<file path="src/vic_pkg.sv">
// vic_pkg: constants, types and carriers of the vectored interrupt controller
package vic_pkg;
    // vector table shape
    localparam int NUM_VEC = 32;
    localparam int VEC_W = 5;
    localparam logic [NUM_VEC-1:0] NMI_MASK = 32'h0000_0002;
    localparam logic [NUM_VEC-1:0] RESET_MASK = 32'h0000_0001;
    localparam logic [7:0] VEC_NMI = 8'h01;
    localparam logic [7:0] CVT_NMI_VEC = 8'h01;
    localparam logic [7:0] CVT_LEVEL_ONE_VEC = 8'h02;
    localparam logic [7:0] CVT_LEVEL_ZERO_VEC = 8'h03;
    localparam logic [7:0] HP_VEC_NONE = 8'h00;
    localparam logic [15:0] APP_BASE = 16'h0000;
    localparam logic [15:0] BOOT_BASE = 16'h0200;
    localparam logic [15:0] VEC_ADDR_STEP = 16'h0002;

    // register indices; byte address is four times the index
    localparam logic [2:0] IDX_CTRLA = 3'h0;
    localparam logic [2:0] IDX_STATUS = 3'h1;
    localparam logic [2:0] IDX_PRIPTR = 3'h2;
    localparam logic [2:0] IDX_HPVEC = 3'h3;
    localparam logic [2:0] IDX_CCP = 3'h4;
    localparam logic [2:0] ADR_HI_ZERO = 3'h0;
    localparam logic [1:0] ADR_LO_ZERO = 2'h0;

    // field positions and reset values
    localparam int CTRLA_VBS_BIT = 6;
    localparam int CTRLA_CVT_BIT = 5;
    localparam int CTRLA_RR_BIT = 0;
    localparam int STAT_NMI_BIT = 7;
    localparam int STAT_L1_BIT = 1;
    localparam int STAT_L0_BIT = 0;
    localparam logic [7:0] REG_RESET = 8'h00;

    // unlock key value is arbitrary
    localparam logic [7:0] CCP_KEY = 8'h5A;
    localparam logic [2:0] CCP_WINDOW = 3'h4;

    // timing counts in clock cycles
    localparam bit LARGE_FLASH = 1'b1;
    localparam bit WIDE_PC = 1'b1;
    localparam logic [2:0] PUSH_CYC = 3'h2;
    localparam logic [2:0] JUMP_CYC = LARGE_FLASH ? 3'h3 : 3'h2;
    localparam logic [2:0] RETURN_FROM_INTERRUPT_CYC = WIDE_PC ? 3'h5 : 3'h4;
    localparam logic [2:0] WAKE_EXTRA_CYC = 3'h5;

    typedef enum logic [2:0] {
        ST_IDLE = 3'b000,
        ST_WAKE = 3'b001,
        ST_EXTRA = 3'b010,
        ST_FINISH = 3'b011,
        ST_PUSH = 3'b100,
        ST_JUMP = 3'b101,
        ST_RETURN_FROM_INTERRUPT = 3'b110,
        ST_HOLD = 3'b111
    } vic_state_t;

    typedef enum logic [1:0] {
        LV_NONE = 2'b00,
        LV_ZERO = 2'b01,
        LV_ONE = 2'b10,
        LV_NMI = 2'b11
    } vic_level_t;

    typedef struct packed {
        logic gie;
        logic instr_end;
        logic sleep;
        logic wake_ready;
        logic return_from_interrupt;
    } vic_cpu_in_t;

    typedef struct packed {
        logic taken;
        logic busy;
        logic push;
        logic jump;
        logic pop;
        vic_level_t level;
        logic [7:0] vector;
        logic [15:0] vec_addr;
        logic base_select;
    } vic_cpu_out_t;
endpackage

</file>
<file path="src/vic_top.sv">
// vic_top: interrupt arbitration, entry/return sequencing, wishbone registers
//
// The Wishbone slave port and the register offsets were decided locally.
`timescale 1ns/1ps
module vic_top (
    input wire logic clk_i,
    input wire logic rst_i,
    input wire logic wb_cyc_i,
    input wire logic wb_stb_i,
    input wire logic wb_we_i,
    input wire logic [7:0] wb_adr_i,
    input wire logic [3:0] wb_sel_i,
    input wire logic [31:0] wb_dat_i,
    output logic [31:0] wb_dat_o,
    output logic wb_ack_o,
    input wire logic [vic_pkg::NUM_VEC-1:0] irq_i,
    input wire vic_pkg::vic_cpu_in_t cpu_i,
    output vic_pkg::vic_cpu_out_t cpu_o
);
    import vic_pkg::*;

    // rotating pick: first pending vector after the pointer, wrapping
    function automatic logic [VEC_W:0] pick_rot(
        input logic [NUM_VEC-1:0] req,
        input logic [VEC_W-1:0] ptr
    );
        logic [VEC_W-1:0] idx;
        logic [VEC_W:0] res;
        res = '0;
        idx = '0;
        for (int i = 1; i <= NUM_VEC; i++) begin
            idx = VEC_W'(ptr + VEC_W'(i));
            if (!res[VEC_W] && req[idx]) begin
                res = {1'b1, idx};
            end
        end
        return res;
    endfunction

    logic vbs_q, cvt_q, rr_q;
    logic [7:0] ptr_q, hpvec_q;
    logic nmiex_q, l1ex_q, l0ex_q;
    logic [2:0] ccp_cnt_q, ccp_cnt_d;
    vic_state_t state_q, state_d;
    logic [2:0] cnt_q, cnt_d;
    logic ack_q;
    logic [31:0] dat_q;
    logic taken_q;
    vic_level_t lvl_q;
    logic [7:0] disp_q;
    logic [15:0] addr_q;

    // bus decode
    wire logic bus_req = wb_cyc_i & wb_stb_i;
    wire logic [2:0] bus_idx = wb_adr_i[4:2];
    wire logic bus_in_range = (wb_adr_i[7:5] == ADR_HI_ZERO) &&
                              (wb_adr_i[1:0] == ADR_LO_ZERO);
    // a write lands on the edge where the master sees ack
    wire logic bus_wr = bus_req & ack_q & wb_we_i & wb_sel_i[0] &
                        bus_in_range;
    wire logic wr_ctrla = bus_wr && (bus_idx == IDX_CTRLA);
    wire logic wr_ptr = bus_wr && (bus_idx == IDX_PRIPTR);
    wire logic wr_hpvec = bus_wr && (bus_idx == IDX_HPVEC);
    wire logic wr_ccp = bus_wr && (bus_idx == IDX_CCP);
    wire logic ccp_open = (ccp_cnt_q != 3'h0);

    wire logic [7:0] ctrla_rd = {1'b0, vbs_q, cvt_q, 4'h0, rr_q};
    wire logic [7:0] status_rd = {nmiex_q, 5'h00, l1ex_q, l0ex_q};
    wire logic [7:0] rd_byte =
        !bus_in_range ? 8'h00 :
        (bus_idx == IDX_CTRLA) ? ctrla_rd :
        (bus_idx == IDX_STATUS) ? status_rd :
        (bus_idx == IDX_PRIPTR) ? ptr_q :
        (bus_idx == IDX_HPVEC) ? hpvec_q : 8'h00;

    // request classification per vector
    logic [NUM_VEC-1:0] is_hp;
    for (genvar g = 0; g < NUM_VEC; g++) begin : g_cls
        // zero never matches since vector 0 is the reset slot
        assign is_hp[g] = (hpvec_q == 8'(g)) && (hpvec_q != HP_VEC_NONE) &&
                          !NMI_MASK[g] && !RESET_MASK[g];
    end

    // lines arrive already gated by each peripheral's enable
    wire logic [NUM_VEC-1:0] req_nmi = irq_i & NMI_MASK;
    wire logic [NUM_VEC-1:0] req_hp = irq_i & is_hp;
    wire logic [NUM_VEC-1:0] req_lo = irq_i & ~NMI_MASK & ~is_hp &
                                      ~RESET_MASK;

    // ptr 0 yields order 1,2,..: lowest address first
    wire logic [VEC_W:0] nmi_pick = pick_rot(req_nmi, VEC_W'(0));
    wire logic [VEC_W:0] hp_pick = pick_rot(req_hp, VEC_W'(0));
    wire logic [VEC_W:0] lo_pick =
        pick_rot(req_lo, ptr_q[VEC_W-1:0]);

    wire logic nmi_ok = nmi_pick[VEC_W] && !nmiex_q;
    wire logic hp_ok = hp_pick[VEC_W] && cpu_i.gie &&
                       !nmiex_q && !l1ex_q;
    wire logic lo_ok = lo_pick[VEC_W] && cpu_i.gie &&
                       !nmiex_q && !l1ex_q && !l0ex_q;
    wire logic win_any = nmi_ok | hp_ok | lo_ok;
    wire vic_level_t win_lvl = nmi_ok ? LV_NMI :
                               hp_ok ? LV_ONE :
                               lo_ok ? LV_ZERO : LV_NONE;
    wire logic [VEC_W-1:0] win_vec = nmi_ok ? nmi_pick[VEC_W-1:0] :
                                     hp_ok ? hp_pick[VEC_W-1:0] :
                                     lo_pick[VEC_W-1:0];
    wire logic [7:0] cvt_vec = (win_lvl == LV_NMI) ? CVT_NMI_VEC :
                               (win_lvl == LV_ONE) ? CVT_LEVEL_ONE_VEC :
                               CVT_LEVEL_ZERO_VEC;
    wire logic [7:0] disp_vec = cvt_q ? cvt_vec : 8'(win_vec);
    wire logic [15:0] base_addr = vbs_q ? BOOT_BASE : APP_BASE;
    wire logic [15:0] disp_addr = base_addr +
                                  (16'(disp_vec) * VEC_ADDR_STEP);

    logic accept, return_from_interrupt_go;

    // entry and return sequencing
    always_comb begin
        state_d = state_q;
        cnt_d = cnt_q;
        accept = 1'b0;
        return_from_interrupt_go = 1'b0;
        case (state_q)
            ST_IDLE: begin
                // a return being decoded goes first, it frees the level
                if (cpu_i.return_from_interrupt) begin
                    return_from_interrupt_go = 1'b1;
                    state_d = ST_RETURN_FROM_INTERRUPT;
                    cnt_d = RETURN_FROM_INTERRUPT_CYC - 3'h1;
                end else if (win_any) begin
                    accept = 1'b1;
                    state_d = cpu_i.sleep ? ST_WAKE : ST_FINISH;
                end
            end
            ST_WAKE: begin
                if (cpu_i.wake_ready) begin
                    state_d = ST_EXTRA;
                    cnt_d = WAKE_EXTRA_CYC - 3'h1;
                end
            end
            ST_EXTRA: begin
                if (cnt_q == 3'h0) begin
                    state_d = ST_PUSH;
                    cnt_d = PUSH_CYC - 3'h1;
                end else begin
                    cnt_d = cnt_q - 3'h1;
                end
            end
            ST_FINISH: begin
                // multi-cycle instructions hold instr_end low until done
                if (cpu_i.instr_end) begin
                    state_d = ST_PUSH;
                    cnt_d = PUSH_CYC - 3'h1;
                end
            end
            ST_PUSH: begin
                if (cnt_q == 3'h0) begin
                    state_d = ST_JUMP;
                    cnt_d = JUMP_CYC - 3'h1;
                end else begin
                    cnt_d = cnt_q - 3'h1;
                end
            end
            ST_JUMP: begin
                if (cnt_q == 3'h0) begin
                    state_d = ST_IDLE;
                end else begin
                    cnt_d = cnt_q - 3'h1;
                end
            end
            ST_RETURN_FROM_INTERRUPT: begin
                if (cnt_q == 3'h0) begin
                    state_d = ST_HOLD;
                end else begin
                    cnt_d = cnt_q - 3'h1;
                end
            end
            ST_HOLD: begin
                if (cpu_i.instr_end) begin
                    state_d = ST_IDLE;
                end
            end
            default: begin
                state_d = ST_IDLE;
            end
        endcase
    end

    // unlock window counts instructions, not clock cycles
    always_comb begin
        ccp_cnt_d = ccp_cnt_q;
        if (wr_ccp && (wb_dat_i[7:0] == CCP_KEY)) begin
            ccp_cnt_d = CCP_WINDOW;
        end else if (ccp_open && cpu_i.instr_end) begin
            ccp_cnt_d = ccp_cnt_q - 3'h1;
        end
    end

    always_ff @(posedge clk_i) begin
        if (rst_i) begin
            state_q <= ST_IDLE;
            cnt_q <= 3'h0;
            ccp_cnt_q <= 3'h0;
        end else begin
            state_q <= state_d;
            cnt_q <= cnt_d;
            ccp_cnt_q <= ccp_cnt_d;
        end
    end

    // control register; only the round robin bit is unprotected
    always_ff @(posedge clk_i) begin
        if (rst_i) begin
            vbs_q <= REG_RESET[CTRLA_VBS_BIT];
            cvt_q <= REG_RESET[CTRLA_CVT_BIT];
            rr_q <= REG_RESET[CTRLA_RR_BIT];
        end else if (wr_ctrla) begin
            rr_q <= wb_dat_i[CTRLA_RR_BIT];
            if (ccp_open) begin
                vbs_q <= wb_dat_i[CTRLA_VBS_BIT];
                cvt_q <= wb_dat_i[CTRLA_CVT_BIT];
            end
        end
    end

    // hardware update of the pointer beats a same-cycle software write
    always_ff @(posedge clk_i) begin
        if (rst_i) begin
            ptr_q <= REG_RESET;
        end else if (rr_q && accept && (win_lvl == LV_ZERO)) begin
            ptr_q <= 8'(win_vec);
        end else if (wr_ptr) begin
            ptr_q <= wb_dat_i[7:0];
        end
    end

    always_ff @(posedge clk_i) begin
        if (rst_i) begin
            hpvec_q <= REG_RESET;
        end else if (wr_hpvec) begin
            hpvec_q <= wb_dat_i[7:0];
        end
    end

    // executing flags act as a level stack; return drops the top one
    always_ff @(posedge clk_i) begin
        if (rst_i) begin
            nmiex_q <= REG_RESET[STAT_NMI_BIT];
            l1ex_q <= REG_RESET[STAT_L1_BIT];
            l0ex_q <= REG_RESET[STAT_L0_BIT];
        end else if (accept) begin
            nmiex_q <= nmiex_q | (win_lvl == LV_NMI);
            l1ex_q <= l1ex_q | (win_lvl == LV_ONE);
            l0ex_q <= l0ex_q | (win_lvl == LV_ZERO);
        end else if (return_from_interrupt_go) begin
            if (nmiex_q) begin
                nmiex_q <= 1'b0;
            end else if (l1ex_q) begin
                l1ex_q <= 1'b0;
            end else begin
                l0ex_q <= 1'b0;
            end
        end
    end

    // dispatch record handed to the core
    always_ff @(posedge clk_i) begin
        if (rst_i) begin
            taken_q <= 1'b0;
            lvl_q <= LV_NONE;
            disp_q <= 8'h00;
            addr_q <= 16'h0000;
        end else begin
            taken_q <= accept;
            if (accept) begin
                lvl_q <= win_lvl;
                disp_q <= disp_vec;
                addr_q <= disp_addr;
            end
        end
    end

    // classic wishbone: one wait state, ack dropped after one cycle
    always_ff @(posedge clk_i) begin
        if (rst_i) begin
            ack_q <= 1'b0;
            dat_q <= 32'h0000_0000;
        end else begin
            ack_q <= bus_req & ~ack_q;
            if (bus_req && !ack_q) begin
                dat_q <= {24'h00_0000, rd_byte};
            end
        end
    end

    assign wb_ack_o = ack_q;
    assign wb_dat_o = dat_q;

    assign cpu_o.taken = taken_q;
    assign cpu_o.busy = (state_q != ST_IDLE);
    assign cpu_o.push = (state_q == ST_PUSH);
    assign cpu_o.jump = (state_q == ST_JUMP);
    assign cpu_o.pop = (state_q == ST_RETURN_FROM_INTERRUPT);
    assign cpu_o.level = lvl_q;
    assign cpu_o.vector = disp_q;
    assign cpu_o.vec_addr = addr_q;
    assign cpu_o.base_select = vbs_q;
endmodule

</file>
<file path="config.mk">
export PLATFORM = sky130hd
export DESIGN_NAME = vic_top
export DESIGN_NICKNAME = d
export VERILOG_FILES = /design/src/vic_pkg.sv /design/src/vic_top.sv
export SDC_FILE = /design/constraint.sdc
export NUM_CORES = 1
export LEC_CHECK = 0
export BUFFER_PORTS_ARGS = -buffer_cell sky130_fd_sc_hd__buf_2
export CAP_MARGIN = 20
export CORE_UTILIZATION = 45
export CTS_CLUSTER_DIAMETER = 30
export DETAILED_ROUTE_END_ITERATION = 16
export GPL_TIMING_DRIVEN = 0
export PLACE_DENSITY = 0.67
export SETUP_SLACK_MARGIN = 0.3
export SLEW_MARGIN = 0
export SYNTH_ARGS = -nofsm -noshare
export SYNTH_HDL_FRONTEND = slang
export SYNTH_SLANG_ARGS = --single-unit
</file>
<file path="constraint.sdc">
create_clock -name clk_i -period 11.8 [get_ports clk_i]
set_input_delay 2.36 -clock clk_i [delete_from_list [all_inputs] [get_ports clk_i]]
set_output_delay 2.36 -clock clk_i [all_outputs]
set_load 0.01 [all_outputs]
</file>
==> flow_summary.rst <==
.. list-table::
   :header-rows: 1

   * - Metric
     - Value
   * - Area Overhead vs Synth
     - 10.7%
   * - Vias in the first global route
     - around 11000
   * - Core region area
     - about 0.021 mm²
   * - Peak fanout along the critical path
     - 13
   * - Asr flop ratio synth
     - 0%
   * - Compound-cell area share of the yosys netlist
     - between 30% and 40%
   * - # DRC
     - 0
   * - Setup TNS Final
     - 0 ps
   * - Total I/O pin count
     - approximately 150
   * - Count of routing violations after the opening detailed-route iteration
     - 1741
   * - WS Path Type
     - flip-flop to flip-flop
   * - Main combinational cell family by area after synthesis
     - compound AO/OA/AOI/OAI gates
   * - Total via count after detailed routing
     - approximately 12000
   * - Post-synthesis instance area
     - 0.00987 mm²
   * - Endpoint of the worst hold-timing path
     - wb_dat_o[5]
   * - Count of standard-cell rows
     - 53
   * - Inserted Clock Buffers
     - 5
   * - Fraction of the mapped netlist area in adder cells
     - under 10%
   * - Arrival time reported for the critical path endpoint
     - ~8700 ps
   * - Setup violation total in the final timing report
     - 0
   * - Height of the die
     - roughly 150 µm
   * - Setup crit end kind
     - flip-flop
   * - # diodes
     - 0
   * - Syn Area/Cell
     - between 7 and 8 µm²
   * - CTS Hold Bufs
     - 0
   * - Reg-to-reg startpoint
     - ptr_q[1]
   * - DP HPWL
     - roughly 36000 µm
   * - Static Leak
     - around 4 nW
   * - Pwr Density
     - 61.6 mW/mm²
   * - R2r endpoint
     - disp_q[0]
   * - Share of layout cells above drive strength 1
     - 16.8%
   * - Width of the die
     - 150 µm
   * - Final total power
     - slightly below 0.7 mW
   * - CTS tree
     - done
   * - Worst Hold Slack
     - approximately 460 ps
   * - Max Buffers Root-to-Sink
     - 2
   * - Total number of nets in the final design
     - about 1600
   * - Drt pass-1 iters
     - 6
   * - Routability congestion estimate from global placement
     - slightly above 1
   * - Die area
     - around 0.023 mm²
   * - Antenna Nets Post-Route
     - 0
   * - Number of cells produced by synthesis
     - approximately 1400
   * - Global-route congestion overflow total
     - 0
   * - Slew at the pin with the worst max-slew slack
     - about 1200 ps
   * - Max-slew headroom at the worst pin
     - roughly 22%
   * - Count of pins over their slew limit
     - 0
   * - Maximum clock frequency
     - 117 MHz
   * - Clock tree skew after final layout
     - between 7 and 8 ps
   * - Worst R2R Path Depth
     - 22
   * - Total count of hold-check failures in the final report
     - 0
   * - All-Layer GR Usage
     - between 30% and 40%
   * - Clock insertion delay at the later pin of the skew report
     - 290 ps
   * - Fraction of synthesized area in multiplexers
     - 14.0%
   * - Synth Warn #
     - 0
   * - Register bit total from synthesis
     - 49
   * - Utilization of the core after routing
     - between 50% and 60%
   * - Most instantiated flip-flop cell in the synthesis netlist
     - sky130_fd_sc_hd__dfxtp_1
   * - Worst min-delay path category
     - flip-flop to flip-flop
   * - Status
     - finished, final reports clean
   * - Met1 layer wirelength in the final routing
     - around 18000 µm
   * - DR WL met3
     - 5130 µm
   * - Fraction of the cycle the final worst path needs
     - about 73%
   * - WHS Path Cells
     - 2
   * - Global-route wire length before repair
     - roughly 67000 µm
   * - Placed Area
     - about 0.011 mm²
   * - Finished Cell Area
     - between 0.01 and 0.015 mm²
   * - Post-CTS setup buffers
     - 0
   * - RSZ-0062 raised after global routing
     - no
   * - Startpoint types
     - flip-flop
   * - Clock transition at the register clock pins on the worst setup and hold paths after CTS
     - ~70 ps
   * - Initial antenna violation count
     - 0
   * - Fin crit period
     - 8560 ps
   * - Top library cells by usage in the layout, fill and taps aside
     - sky130_fd_sc_hd__nand2_1, sky130_fd_sc_hd__nor2_1, sky130_fd_sc_hd__buf_2
   * - Number of synthesized flops with an enable pin
     - 0
   * - Total wire length after detailed routing
     - 44900 µm
   * - Xor/xnor share of the synthesized area
     - a little under 4%
   * - Pin count of the biggest net entering global routing
     - 16
   * - Number of different library cells in the post-synthesis netlist
     - between 100 and 150
   * - DR vias/cell
     - between 6 and 7
   * - Quantity of gates resized following cts
     - 0
   * - FF-to-FF setup slack
     - 3240 ps
   * - Htree depth
     - 2
   * - Startpoint of the most critical hold path
     - wb_dat_o[5]
   * - Total length of routed met2 wires
     - a little under 20000 µm
   * - Most common cell after layout, fill and taps aside
     - sky130_fd_sc_hd__nand2_1
   * - CTS Sinks
     - 49
   * - Max IR drop VDD
     - between 0.0001 and 0.00015 V
   * - Post-synthesis simple-gate area fraction
     - approximately 30%
   * - Detailed-route wire length per cell
     - roughly 25 µm
   * - Fill cells
     - around 2200
   * - Clock Tree Root
     - sky130_fd_sc_hd__clkbuf_16
   * - Max-Cap Viols
     - 0
   * - Share of synthesized area occupied by flip-flops and latches
     - between 9 and 10%
   * - Quantity of I/O buffers inserted on ports
     - 84
   * - Data required time of the worst path
     - approximately 12000 ps
   * - Uppermost layer routed
     - met4
   * - Starting Density
     - a little under half
## cell usage after synthesis, types with 27 or more instances
master                       n  area (µm²)
sky130_fd_sc_hd__a21oi_1    81         405
sky130_fd_sc_hd__clkbuf_1   66         248
sky130_fd_sc_hd__buf_4      45         338
sky130_fd_sc_hd__mux2i_1    66         661
sky130_fd_sc_hd__inv_1      27         101
sky130_fd_sc_hd__nand2_1   132         495
sky130_fd_sc_hd__o21ai_0    53         265
sky130_fd_sc_hd__nor2_1    129         484
sky130_fd_sc_hd__nor3_1     56         280
sky130_fd_sc_hd__dfxtp_1    49         981
sky130_fd_sc_hd__xnor2_1    35         307
sky130_fd_sc_hd__nand3_1    43         215
## worst max-delay path, stage by stage (launching register included)
cell	delay, ps
sky130_fd_sc_hd__dfxtp_1	380
sky130_fd_sc_hd__buf_2	230
sky130_fd_sc_hd__buf_1	300
sky130_fd_sc_hd__inv_1	190
sky130_fd_sc_hd__clkbuf_1	550
sky130_fd_sc_hd__clkbuf_1	910
sky130_fd_sc_hd__ha_1	290
sky130_fd_sc_hd__clkbuf_1	550
sky130_fd_sc_hd__xnor2_1	350
sky130_fd_sc_hd__clkbuf_1	650
sky130_fd_sc_hd__o221ai_1	260
sky130_fd_sc_hd__o22ai_1	400
sky130_fd_sc_hd__or2_2	190
sky130_fd_sc_hd__a21boi_1	620
sky130_fd_sc_hd__or3_1	210
sky130_fd_sc_hd__clkbuf_1	410
sky130_fd_sc_hd__nor2_1	240
sky130_fd_sc_hd__nand2_1	120
sky130_fd_sc_hd__nand3b_1	130
sky130_fd_sc_hd__a2111o_1	370
sky130_fd_sc_hd__or4_1	550
sky130_fd_sc_hd__a31oi_1	320
sky130_fd_sc_hd__o221ai_1	180
## stage by stage
step	worst slack [ps]	instances
final	3240	1784
after global routing	2830	1784
after CTS	3520	1783
after detailed placement	3570	1775
after global placement	3440	1774
after floorplan	5870	1415
## worst max-delay path by stage
stage,start,to,cells past startpoint
after floorplan,irq_i[24],disp_q[0],15
after global placement,ptr_q[1],ptr_q[1],22
after detailed placement,ptr_q[1],ptr_q[1],23
after CTS,ptr_q[1],ptr_q[1],23
after global routing,ptr_q[1],ptr_q[1],23
final,ptr_q[1],disp_q[0],22
## cells by family after synthesis
logic type | after synthesis
simple gates | 557
mux | 110
buf+inv | 172
other cells | 1
flops | 49
fa+ha+maj | 16
compound gates | 430
xor+xnor | 44
## metal layers
metal,GRT usage [%],vias up
li1,-,5495
met1,53.4,5889
met2,61.8,904
met3,6.09,138
met4,16.2,0
met5,0,-
## cell type report
class	count	area (µm²)	share of cell area (%)
Multi-Input combinational cell	1194	8170	74.7
Sequential cell	49	981	8.97
Clock inverter	2	13.8	0.126
Tap cell	275	344	3.15
Buffer	140	743	6.80
Clock buffer	6	129	1.18
Timing Repair Buffer	86	435	3.98
Inverter	32	120	1.10
## flip-flops by register name, summed over array words and instances, names as in the netlist
signal	cells
cvt_q	1
state_q	3
cnt_q	3
addr_q	2
lvl_q	2
ptr_q	8
vbs_q	1
nmiex_q	1
taken_q	1
rr_q	1
disp_q	4
l0ex_q	1
wb_dat_o	8
wb_ack_o	1
hpvec_q	8
l1ex_q	1
ccp_cnt_q	3
## report_power, final
group,internal [mW],switching [mW],leakage (nW)
clock,0.0792,0.0639,0.0712
combinational,0.127,0.206,3.53
sequential,0.183,0.0144,0.397
total,0.389,0.284,4.00
Note: power is estimated with default switching activity, not from simulation.
